==> config.mk <==
export PLATFORM = sky130hd
export DESIGN_NAME = mrr_byte_rotator
export DESIGN_NICKNAME = d
export VERILOG_FILES = /design/src/design/mrr_byte_rotator.v /design/src/design/mrr_fifo.v /design/src/design/mrr_rotator.v
export VERILOG_INCLUDE_DIRS = /design/src /design/src/shared
export SDC_FILE = /design/constraint.sdc
export NUM_CORES = 1
export LEC_CHECK = 0
export BUFFER_PORTS_ARGS = -buffer_cell sky130_fd_sc_hd__buf_2
export CORE_ASPECT_RATIO = 0.9
export CORE_MARGIN = 5
export CORE_UTILIZATION = 25
export CTS_BUF_LIST = sky130_fd_sc_hd__clkbuf_16
export DETAILED_ROUTE_END_ITERATION = 16
export MAX_ROUTING_LAYER = met4
export RECOVER_POWER = 25
export REMOVE_ABC_BUFFERS = 1
export SYNTH_ARGS = -nofsm -noshare
export SYNTH_HDL_FRONTEND = slang
export SYNTH_SLANG_ARGS = --single-unit
==> constraint.sdc <==
create_clock -name i_core_clk -period 4.15 [get_ports i_core_clk]
set_input_delay 0 -clock i_core_clk [delete_from_list [all_inputs] [get_ports i_core_clk]]
set_output_delay 0 -clock i_core_clk [all_outputs]
set_load 0.01 [all_outputs]
==> src/shared/mrr_consts.vh <==
// constants for the memory read byte rotator datapath
// assumes inclusion by the design files only; holds definitions, no logic
//
// How it works
// - unaligned read shifts first byte to lane 0
// - boundary-crossing read takes two merged array cycles
// - reads rotate right, writes left, same count
// - both cycles share rotation; first gives low bytes
// - writes only rotate; byte selection happens downstream
// - three rotators: two read, one write
// - one-cycle read uses primary rotator only
// - each rotator steers any byte to four lanes
// - output enable drives primary, enables secondary, blocks write
// - first cycle loads holding register from secondary
// - first-cycle selector keeps wanted holding register bytes
// - second cycle feeds holding register back unchanged
// - second cycle drives selected first-cycle bytes out
// - second longword rotates, selected, joins first bytes
// - code zero no shift, else shift one-three bytes
// - second-cycle flag decoded from special-function code
`ifndef MRR_CONSTS_VH
`define MRR_CONSTS_VH

// ----------------------------------------------------------------------
// datapath shape
// ----------------------------------------------------------------------
`define MRR_DATA_W        32
`define MRR_BYTE_W        8
`define MRR_LANES         4
`define MRR_FIFO_DEPTH    16
`define MRR_FIFO_AW       4

// ----------------------------------------------------------------------
// codes and reset values
// ----------------------------------------------------------------------
`define MRR_SPF_W         3
`define MRR_SPF_SECOND    3'h5
`define MRR_ALL_LANES     4'hF
`define MRR_HOLD_RST      32'h00000000

`endif
==> src/design/mrr_byte_rotator.v <==
// byte-alignment datapath between the corrected array bus and host-side bus
// assumes all controls come from same-clock microcode logic; the phase zero
// clock arrives as a one-cycle enable pulse on i_core_clk
`timescale 1ns/1ps
`include "mrr_consts.vh"
module mrr_byte_rotator (
  input  wire                    i_core_clk,
  input  wire                    i_reset,
  // array side
  input  wire [`MRR_DATA_W-1:0]  i_array_data,
  input  wire                    i_array_valid,
  output wire                    o_array_ready,
  output reg  [`MRR_DATA_W-1:0]  o_array_wr_data,
  // microcode controls
  input  wire                    i_rotate_code_low,
  input  wire                    i_rotate_code_high,
  input  wire                    i_read_output_enable,
  input  wire [`MRR_SPF_W-1:0]   i_spf_code,
  input  wire                    i_phase_zero_clock,
  input  wire                    i_two_cycle_read,
  output wire                    o_second_cycle_flag,
  // host side
  input  wire [`MRR_DATA_W-1:0]  i_host_wr_data,
  output wire [`MRR_DATA_W-1:0]  o_host_bus_data,
  output wire                    o_host_bus_valid,
  input  wire                    i_host_bus_ready,
  output wire [`MRR_FIFO_AW:0]   o_fifo_level
);

  // ----------------------------------------------------------------------
  // control decode
  // ----------------------------------------------------------------------
  // flag is a pure decode, so it is true only while the microword says so
  function is_second_cycle;
    input [`MRR_SPF_W-1:0] spf;
    begin
      is_second_cycle = (spf == `MRR_SPF_SECOND);
    end
  endfunction

  // lanes that carry first-longword bytes after a right shift of n
  function [3:0] first_mask;
    input [1:0] n;
    begin
      first_mask = `MRR_ALL_LANES >> n;
    end
  endfunction

  wire [1:0] rot_code    = {i_rotate_code_high, i_rotate_code_low};
  wire       second_cyc  = is_second_cycle(i_spf_code);
  wire       en_primary  = i_read_output_enable;
  wire       en_second   = i_read_output_enable & ~second_cyc;
  wire       en_write    = ~i_read_output_enable & ~second_cyc;
  wire       en_feedback = second_cyc;

  assign o_second_cycle_flag = second_cyc;

  // ----------------------------------------------------------------------
  // the three rotators
  // ----------------------------------------------------------------------
  wire [31:0] prim_out;
  wire [31:0] sec_out;
  wire [31:0] wr_out;

  // two read rotators and one write rotator
  mrr_rotator #(.LEFT(0)) u_rot_primary (
    .i_data   (i_array_data),
    .i_code   (rot_code),
    .i_enable (en_primary),
    .o_data   (prim_out)
  );

  mrr_rotator #(.LEFT(0)) u_rot_secondary (
    .i_data   (i_array_data),
    .i_code   (rot_code),
    .i_enable (en_second),
    .o_data   (sec_out)
  );

  // same code as the reads, opposite direction
  mrr_rotator #(.LEFT(1)) u_rot_write (
    .i_data   (i_host_wr_data),
    .i_code   (rot_code),
    .i_enable (en_write),
    .o_data   (wr_out)
  );

  // ----------------------------------------------------------------------
  // holding register
  // ----------------------------------------------------------------------
  reg  [31:0] holding_register;
  // or-merge of three gated sources; only one is ever enabled
  wire [31:0] next_holding = sec_out | wr_out | (en_feedback ? holding_register : 32'h00000000);

  always @(posedge i_core_clk) begin
    if (i_reset) begin
      holding_register <= `MRR_HOLD_RST;
    end else if (i_phase_zero_clock) begin
      holding_register <= next_holding;
    end
  end

  // write data leaves rotated only; lane selection is the ecc stage's job
  always @(posedge i_core_clk) begin
    if (i_reset) begin
      o_array_wr_data <= `MRR_HOLD_RST;
    end else begin
      o_array_wr_data <= holding_register;
    end
  end

  // ----------------------------------------------------------------------
  // byte selectors and merge
  // ----------------------------------------------------------------------
  wire [3:0]  keep_first = first_mask(rot_code);
  wire [31:0] first_sel;
  wire [31:0] second_sel;
  genvar b;
  generate
    for (b = 0; b < 4; b = b + 1) begin : g_sel
      // first-cycle selector on the holding register
      assign first_sel[b*8 +: 8]  = keep_first[b] ? holding_register[b*8 +: 8] : 8'h00;
      // second-cycle selector on the primary rotator
      assign second_sel[b*8 +: 8] = keep_first[b] ? 8'h00 : prim_out[b*8 +: 8];
    end
  endgenerate

  // second cycle: first-cycle bytes low, second-longword bytes high
  // one-cycle read: primary output straight through, no selector
  // unrequested high lanes still carry bytes; the master drops them
  wire [31:0] bus_word = second_cyc ? (first_sel | second_sel) : prim_out;

  // first cycle of a two-cycle read only loads the holding register
  wire deliver = i_array_valid & i_read_output_enable & (second_cyc | ~i_two_cycle_read);
  wire fifo_in_ready;

  // array data is consumed when delivered or when it only feeds the holding register
  assign o_array_ready = fifo_in_ready | ~deliver;

  // ----------------------------------------------------------------------
  // output buffer
  // ----------------------------------------------------------------------
  mrr_fifo #(
    .WIDTH (`MRR_DATA_W),
    .DEPTH (`MRR_FIFO_DEPTH),
    .AW    (`MRR_FIFO_AW)
  ) u_out_fifo (
    .i_core_clk  (i_core_clk),
    .i_reset     (i_reset),
    .i_in_data   (bus_word),
    .i_in_valid  (deliver),
    .o_in_ready  (fifo_in_ready),
    .o_out_data  (o_host_bus_data),
    .o_out_valid (o_host_bus_valid),
    .i_out_ready (i_host_bus_ready),
    .o_level     (o_fifo_level)
  );

endmodule // mrr_byte_rotator

==> src/design/mrr_fifo.v <==
// flip-flop fifo with valid/ready on both sides
// assumes one clock and a synchronous active-high reset
`timescale 1ns/1ps
module mrr_fifo #(
  parameter WIDTH = 32,
  parameter DEPTH = 16,
  parameter AW    = 4
) (
  input  wire             i_core_clk,
  input  wire             i_reset,
  input  wire [WIDTH-1:0] i_in_data,
  input  wire             i_in_valid,
  output wire             o_in_ready,
  output wire [WIDTH-1:0] o_out_data,
  output wire             o_out_valid,
  input  wire             i_out_ready,
  output wire [AW:0]      o_level
);

  reg [WIDTH-1:0] mem [0:DEPTH-1];
  reg [AW-1:0]    wr_ptr;
  reg [AW-1:0]    rd_ptr;
  reg [AW:0]      count;

  wire do_push = i_in_valid & o_in_ready;
  wire do_pop  = o_out_valid & i_out_ready;

  assign o_in_ready  = (count != DEPTH[AW:0]);
  assign o_out_valid = (count != {(AW+1){1'b0}});
  assign o_out_data  = mem[rd_ptr];
  assign o_level     = count;

  // ----------------------------------------------------------------------
  // storage and pointers
  // ----------------------------------------------------------------------
  always @(posedge i_core_clk) begin
    if (do_push) begin
      mem[wr_ptr] <= i_in_data;
    end
  end

  always @(posedge i_core_clk) begin
    if (i_reset) begin
      wr_ptr <= {AW{1'b0}};
      rd_ptr <= {AW{1'b0}};
      count  <= {(AW+1){1'b0}};
    end else begin
      if (do_push) begin
        wr_ptr <= wr_ptr + 1'b1;
      end
      if (do_pop) begin
        rd_ptr <= rd_ptr + 1'b1;
      end
      if (do_push & ~do_pop) begin
        count <= count + 1'b1;
      end else if (do_pop & ~do_push) begin
        count <= count - 1'b1;
      end
    end
  end

endmodule // mrr_fifo

==> src/design/mrr_rotator.v <==
// one byte rotator: a four-way lane multiplexer steered by a two-bit code
// assumes a same-clock code; purely combinational
`timescale 1ns/1ps
module mrr_rotator #(
  parameter LEFT = 0
) (
  input  wire [31:0] i_data,
  input  wire [1:0]  i_code,
  input  wire        i_enable,
  output wire [31:0] o_data
);

  // ----------------------------------------------------------------------
  // lane steering
  // ----------------------------------------------------------------------
  // each output lane picks one of four input lanes
  function [7:0] pick_lane;
    input [31:0] data;
    input [1:0]  sel;
    begin
      case (sel)
        2'h0:    pick_lane = data[7:0];
        2'h1:    pick_lane = data[15:8];
        2'h2:    pick_lane = data[23:16];
        default: pick_lane = data[31:24];
      endcase
    end
  endfunction

  wire [31:0] rotated;
  genvar lane;
  generate
    for (lane = 0; lane < 4; lane = lane + 1) begin : g_lane
      // right moves lane+code down to lane, left moves lane-code up
      // sums kept wide and sliced, so the wrap modulo four is explicit
      wire [31:0] src_right = lane + i_code;
      wire [31:0] src_left  = lane + 4 - i_code;
      wire [1:0]  src       = LEFT ? src_left[1:0] : src_right[1:0];
      assign rotated[lane*8 +: 8] = pick_lane(i_data, src);
    end
  endgenerate

  // a disabled rotator contributes nothing to the or-merge
  assign o_data = i_enable ? rotated : 32'h00000000;

endmodule // mrr_rotator

==> reports/results.txt <==
outcome -> finished with violations
violated checks -> capacitance limit, slew limit
DPL Wire Length -> 44230 um
starting utilization of the core area -> 25.06%
number of distinct standard cells referenced by the synthesized netlist -> 51
yosys synthesis warning count -> 0
maximum number of pins on one net before global-route repair -> 60
power density normalized to cell area -> 504.8 nW/um^2
min setup slack post-route -> 0.7178 ns
core area -> 97790 sq um
count of nets after finishing -> 1638
Setup Skew -> 0.02066 ns
global-route wire length before repair -> 98340 um
crit-path cells -> clkbuf_1 > clkbuf_2 > nor2_1 > nand2_1 > o21ai_0 > clkbuf_1
number of buffers added on ports -> 147
Worst path most repeated cell -> clkbuf_1
area of the die -> 104400 sq um
data arrival at the endpoint of the critical path -> 3.71 ns
wire length per cell -> 23.68 um
initial DRC count -> 1442
most common cell in the netlist -> edfxtp_1
hold endpoint -> holding_register[12]$_SDFFE_PP0P_
count of mapped cells out of synthesis -> 1301
floorplan die width -> 340.0 um
flops & latches, synth -> 593
Worst-Skew Late Latency -> 0.61 ns
number of gates resized after cts -> 0
number of setup violations in the final report -> 0
layout cells sized above 1 -> 27.22%
max-slew violation count -> 73
TritonCTS buffer count -> 56
part of the cycle the worst path needs -> 82.70%
TritonCTS clock tree -> done
Worst Hold Path Cells -> 4
Clock transition at path regs -> 0.07 ns
Crit. End Element -> flip-flop
via count of the first global-routing pass -> 13800
worst vdd rail ir drop -> 0.0002885 V
actual slew at the worst max-slew pin -> 1.847 ns
worst slew margin relative to its limit -> -23.57%
hold crit path type -> input pin to flip-flop
worst hold start -> i_host_wr_data[28]
Top-Level Pins -> 148
FF-to-FF setup slack -> 0.94 ns
Leakage Power -> 9.568 nW
number of antenna violations at the first check in global routing -> 10
kind of critical path -> input pin to flip-flop
area grow syn2layout -> 19.89%
highest fanout seen on the critical path -> 55
routed via count -> 13680
H-tree levels -> 2
share of the yosys chip area belonging to registers -> 69.36%
Post-Place Worst Slack -> 1.064 ns
largest incremental delay on the critical path -> 1.77 ns
top cell type by total area after synthesis -> edfxtp_1
Avg Inst Size Synth -> 18.83 sq um
summed instance area of the synthesized netlist -> 24500 sq um
# clock sinks -> 593
number of buffers on the longest clock path -> 3
routability congestion estimate from global placement -> 0.8079
number of maximum-capacitance violations -> 2
launch point of the worst reg-to-reg path -> u_out_fifo.o_level[0]$_SDFFE_PP0P_
type of origin of the critical path -> input pin
required time at the endpoint of the critical path -> 4.43 ns
cells on worst reg2reg path -> 9
row count -> 109
first-pass detailed-route iteration total -> 5
setup repair after global routing missed its margin -> no
final-layout setup total negative slack -> 0 ns
die height -> 307.0 um
GR Util All Layers -> 13.12%
Async S/R FF share, synth -> 0%
total length of routed wires -> 68120 um
reg-to-reg critical path endpoint -> u_out_fifo.o_level[4]$_SDFFE_PP0P_
total grt overflow -> 0
most common library cells after synthesis -> edfxtp_1 (512), mux4_2 (153), nand2_1 (99)
final hold violation count -> 0
number of flops mapped to enable cells by yosys -> 512
number of buffers inserted to repair setup after CTS -> 0
most used flip-flop cell after synthesis -> edfxtp_1
fraction of post-synthesis cell area in the top cell type by area -> 62.75%
total DRC errors in the routed layout -> 0
upper clock frequency limit -> 291.4 MHz
number of vias per cell after detailed routing -> 4.755
Slowest-stage cell, CP -> nor2_1
time the worst path needs with I/O delays and setup -> 3.432 ns
Root Driver -> clkbuf_16
top post-synthesis cells by area -> edfxtp_1 (63%), mux4_2 (14%), dfxtp_1 (6.6%)
Filler Cell Count -> 9464
hold-fix buffer count after cts -> 57
remaining antenna violation count after routing -> 0
[placed cells by master, fill, tap and decap left out, types with 27 or more instances in the layout]
cell type and n:
buf_2 108, nand2_1 99, nor2_1 27, mux4_1 32
o21ai_0 55, buf_4 39, dlygate4sd3_1 57, dfxtp_1 77
nor2b_1 35, mux2i_1 42, clkbuf_1 54, clkbuf_16 56
edfxtp_1 512, mux4_2 153
[how the worst max path moves through the flow]
stage	startpoint	to	slack [ns]	cells past startpoint
after floorplan	flip-flop	o_host_bus_data[14]	-1.96	2
after global placement	u_out_fifo.o_level[0]$_SDFFE_PP0P_	u_out_fifo.o_level[4]$_SDFFE_PP0P_	1.08	9
after detailed placement	u_out_fifo.o_level[0]$_SDFFE_PP0P_	u_out_fifo.o_level[4]$_SDFFE_PP0P_	1.06	9
after CTS	flip-flop	o_host_bus_data[1]	0.81	4
after global routing	i_rotate_code_high	u_out_fifo.mem[7][17]$_DFFE_PP_	0.49	6
final	i_rotate_code_high	u_out_fifo.mem[7][17]$_DFFE_PP_	0.72	6
[where the power goes]
group | total (mW) | internal (mW) | switching (mW)
combinational | 2.84 | 1.43 | 1.42
sequential | 6.83 | 6.63 | 0.201
clock | 5.15 | 2.90 | 2.25
total | 14.8 | 11.0 | 3.87
[stage by stage]
step,std cells,total power [mW],area (sq um),utilization (%),hold slack (ns)
final,2877,14.83,29380,30.04,0.03520
after detailed placement,2713,9.819,27100,27.71,0.3990
after global placement,2713,9.772,27100,27.71,0.4030
after floorplan,1225,8.985,24070,-,0.07161
after global routing,2877,15.40,29380,30.04,0.05697
after CTS,2874,15.01,29500,30.16,0.0009731
[metal layers]
metal  vias to the layer above  wire [um]  track usage [%]
met5                         -          0                -
met4                         0        992            2.390
met3                        81       6642            3.373
met2                       639      29100            18.49
met1                      7178      31380            19.30
li1                       5783          -                -
[sequential cells by signal, indices dropped and copies added, names as in the netlist, named ones only]
name,cells
u_out_fifo.rd_ptr,4
u_out_fifo.wr_ptr,4
u_out_fifo.mem,512
o_array_wr_data,32
holding_register,32
u_out_fifo.o_level,5
[critical path, delay by kind of cell]
kind / cells / cell delay (ns)
AO/OA/AOI/OAI: 1 / 0.15
buffers and inverters: 3 / 1.65
AND/OR/NAND/NOR: 2 / 1.87
[cell families after synthesis]
| logic type | count (synthesis) | synth area share, % |
|---|---|---|
| AO/OA/AOI/OAI | 119 | 3.059 |
| AND/OR/NAND/NOR | 240 | 4.815 |
| flip-flops | 593 | 69.36 |
| multiplexers | 245 | 20.04 |
| buffers and inverters | 87 | 1.935 |
| XOR/XNOR | 7 | 0.2502 |
| adder cells (fa/ha/maj) | 10 | 0.5413 |
[cell type report]
class	instances	area [sq um]	share of cell area [%]
Sequential cell	593	17010	57.89
Multi-Input combinational cell	621	7089	24.13
Timing Repair Buffer	269	1812	6.167
Tap cell	1276	1597	5.434
Clock buffer	56	1401	4.770
Clock inverter	48	424.2	1.444
Inverter	11	41.29	0.1405
Antenna cell	3	7.507	0.02555
Power figures use the tool's default switching activity.
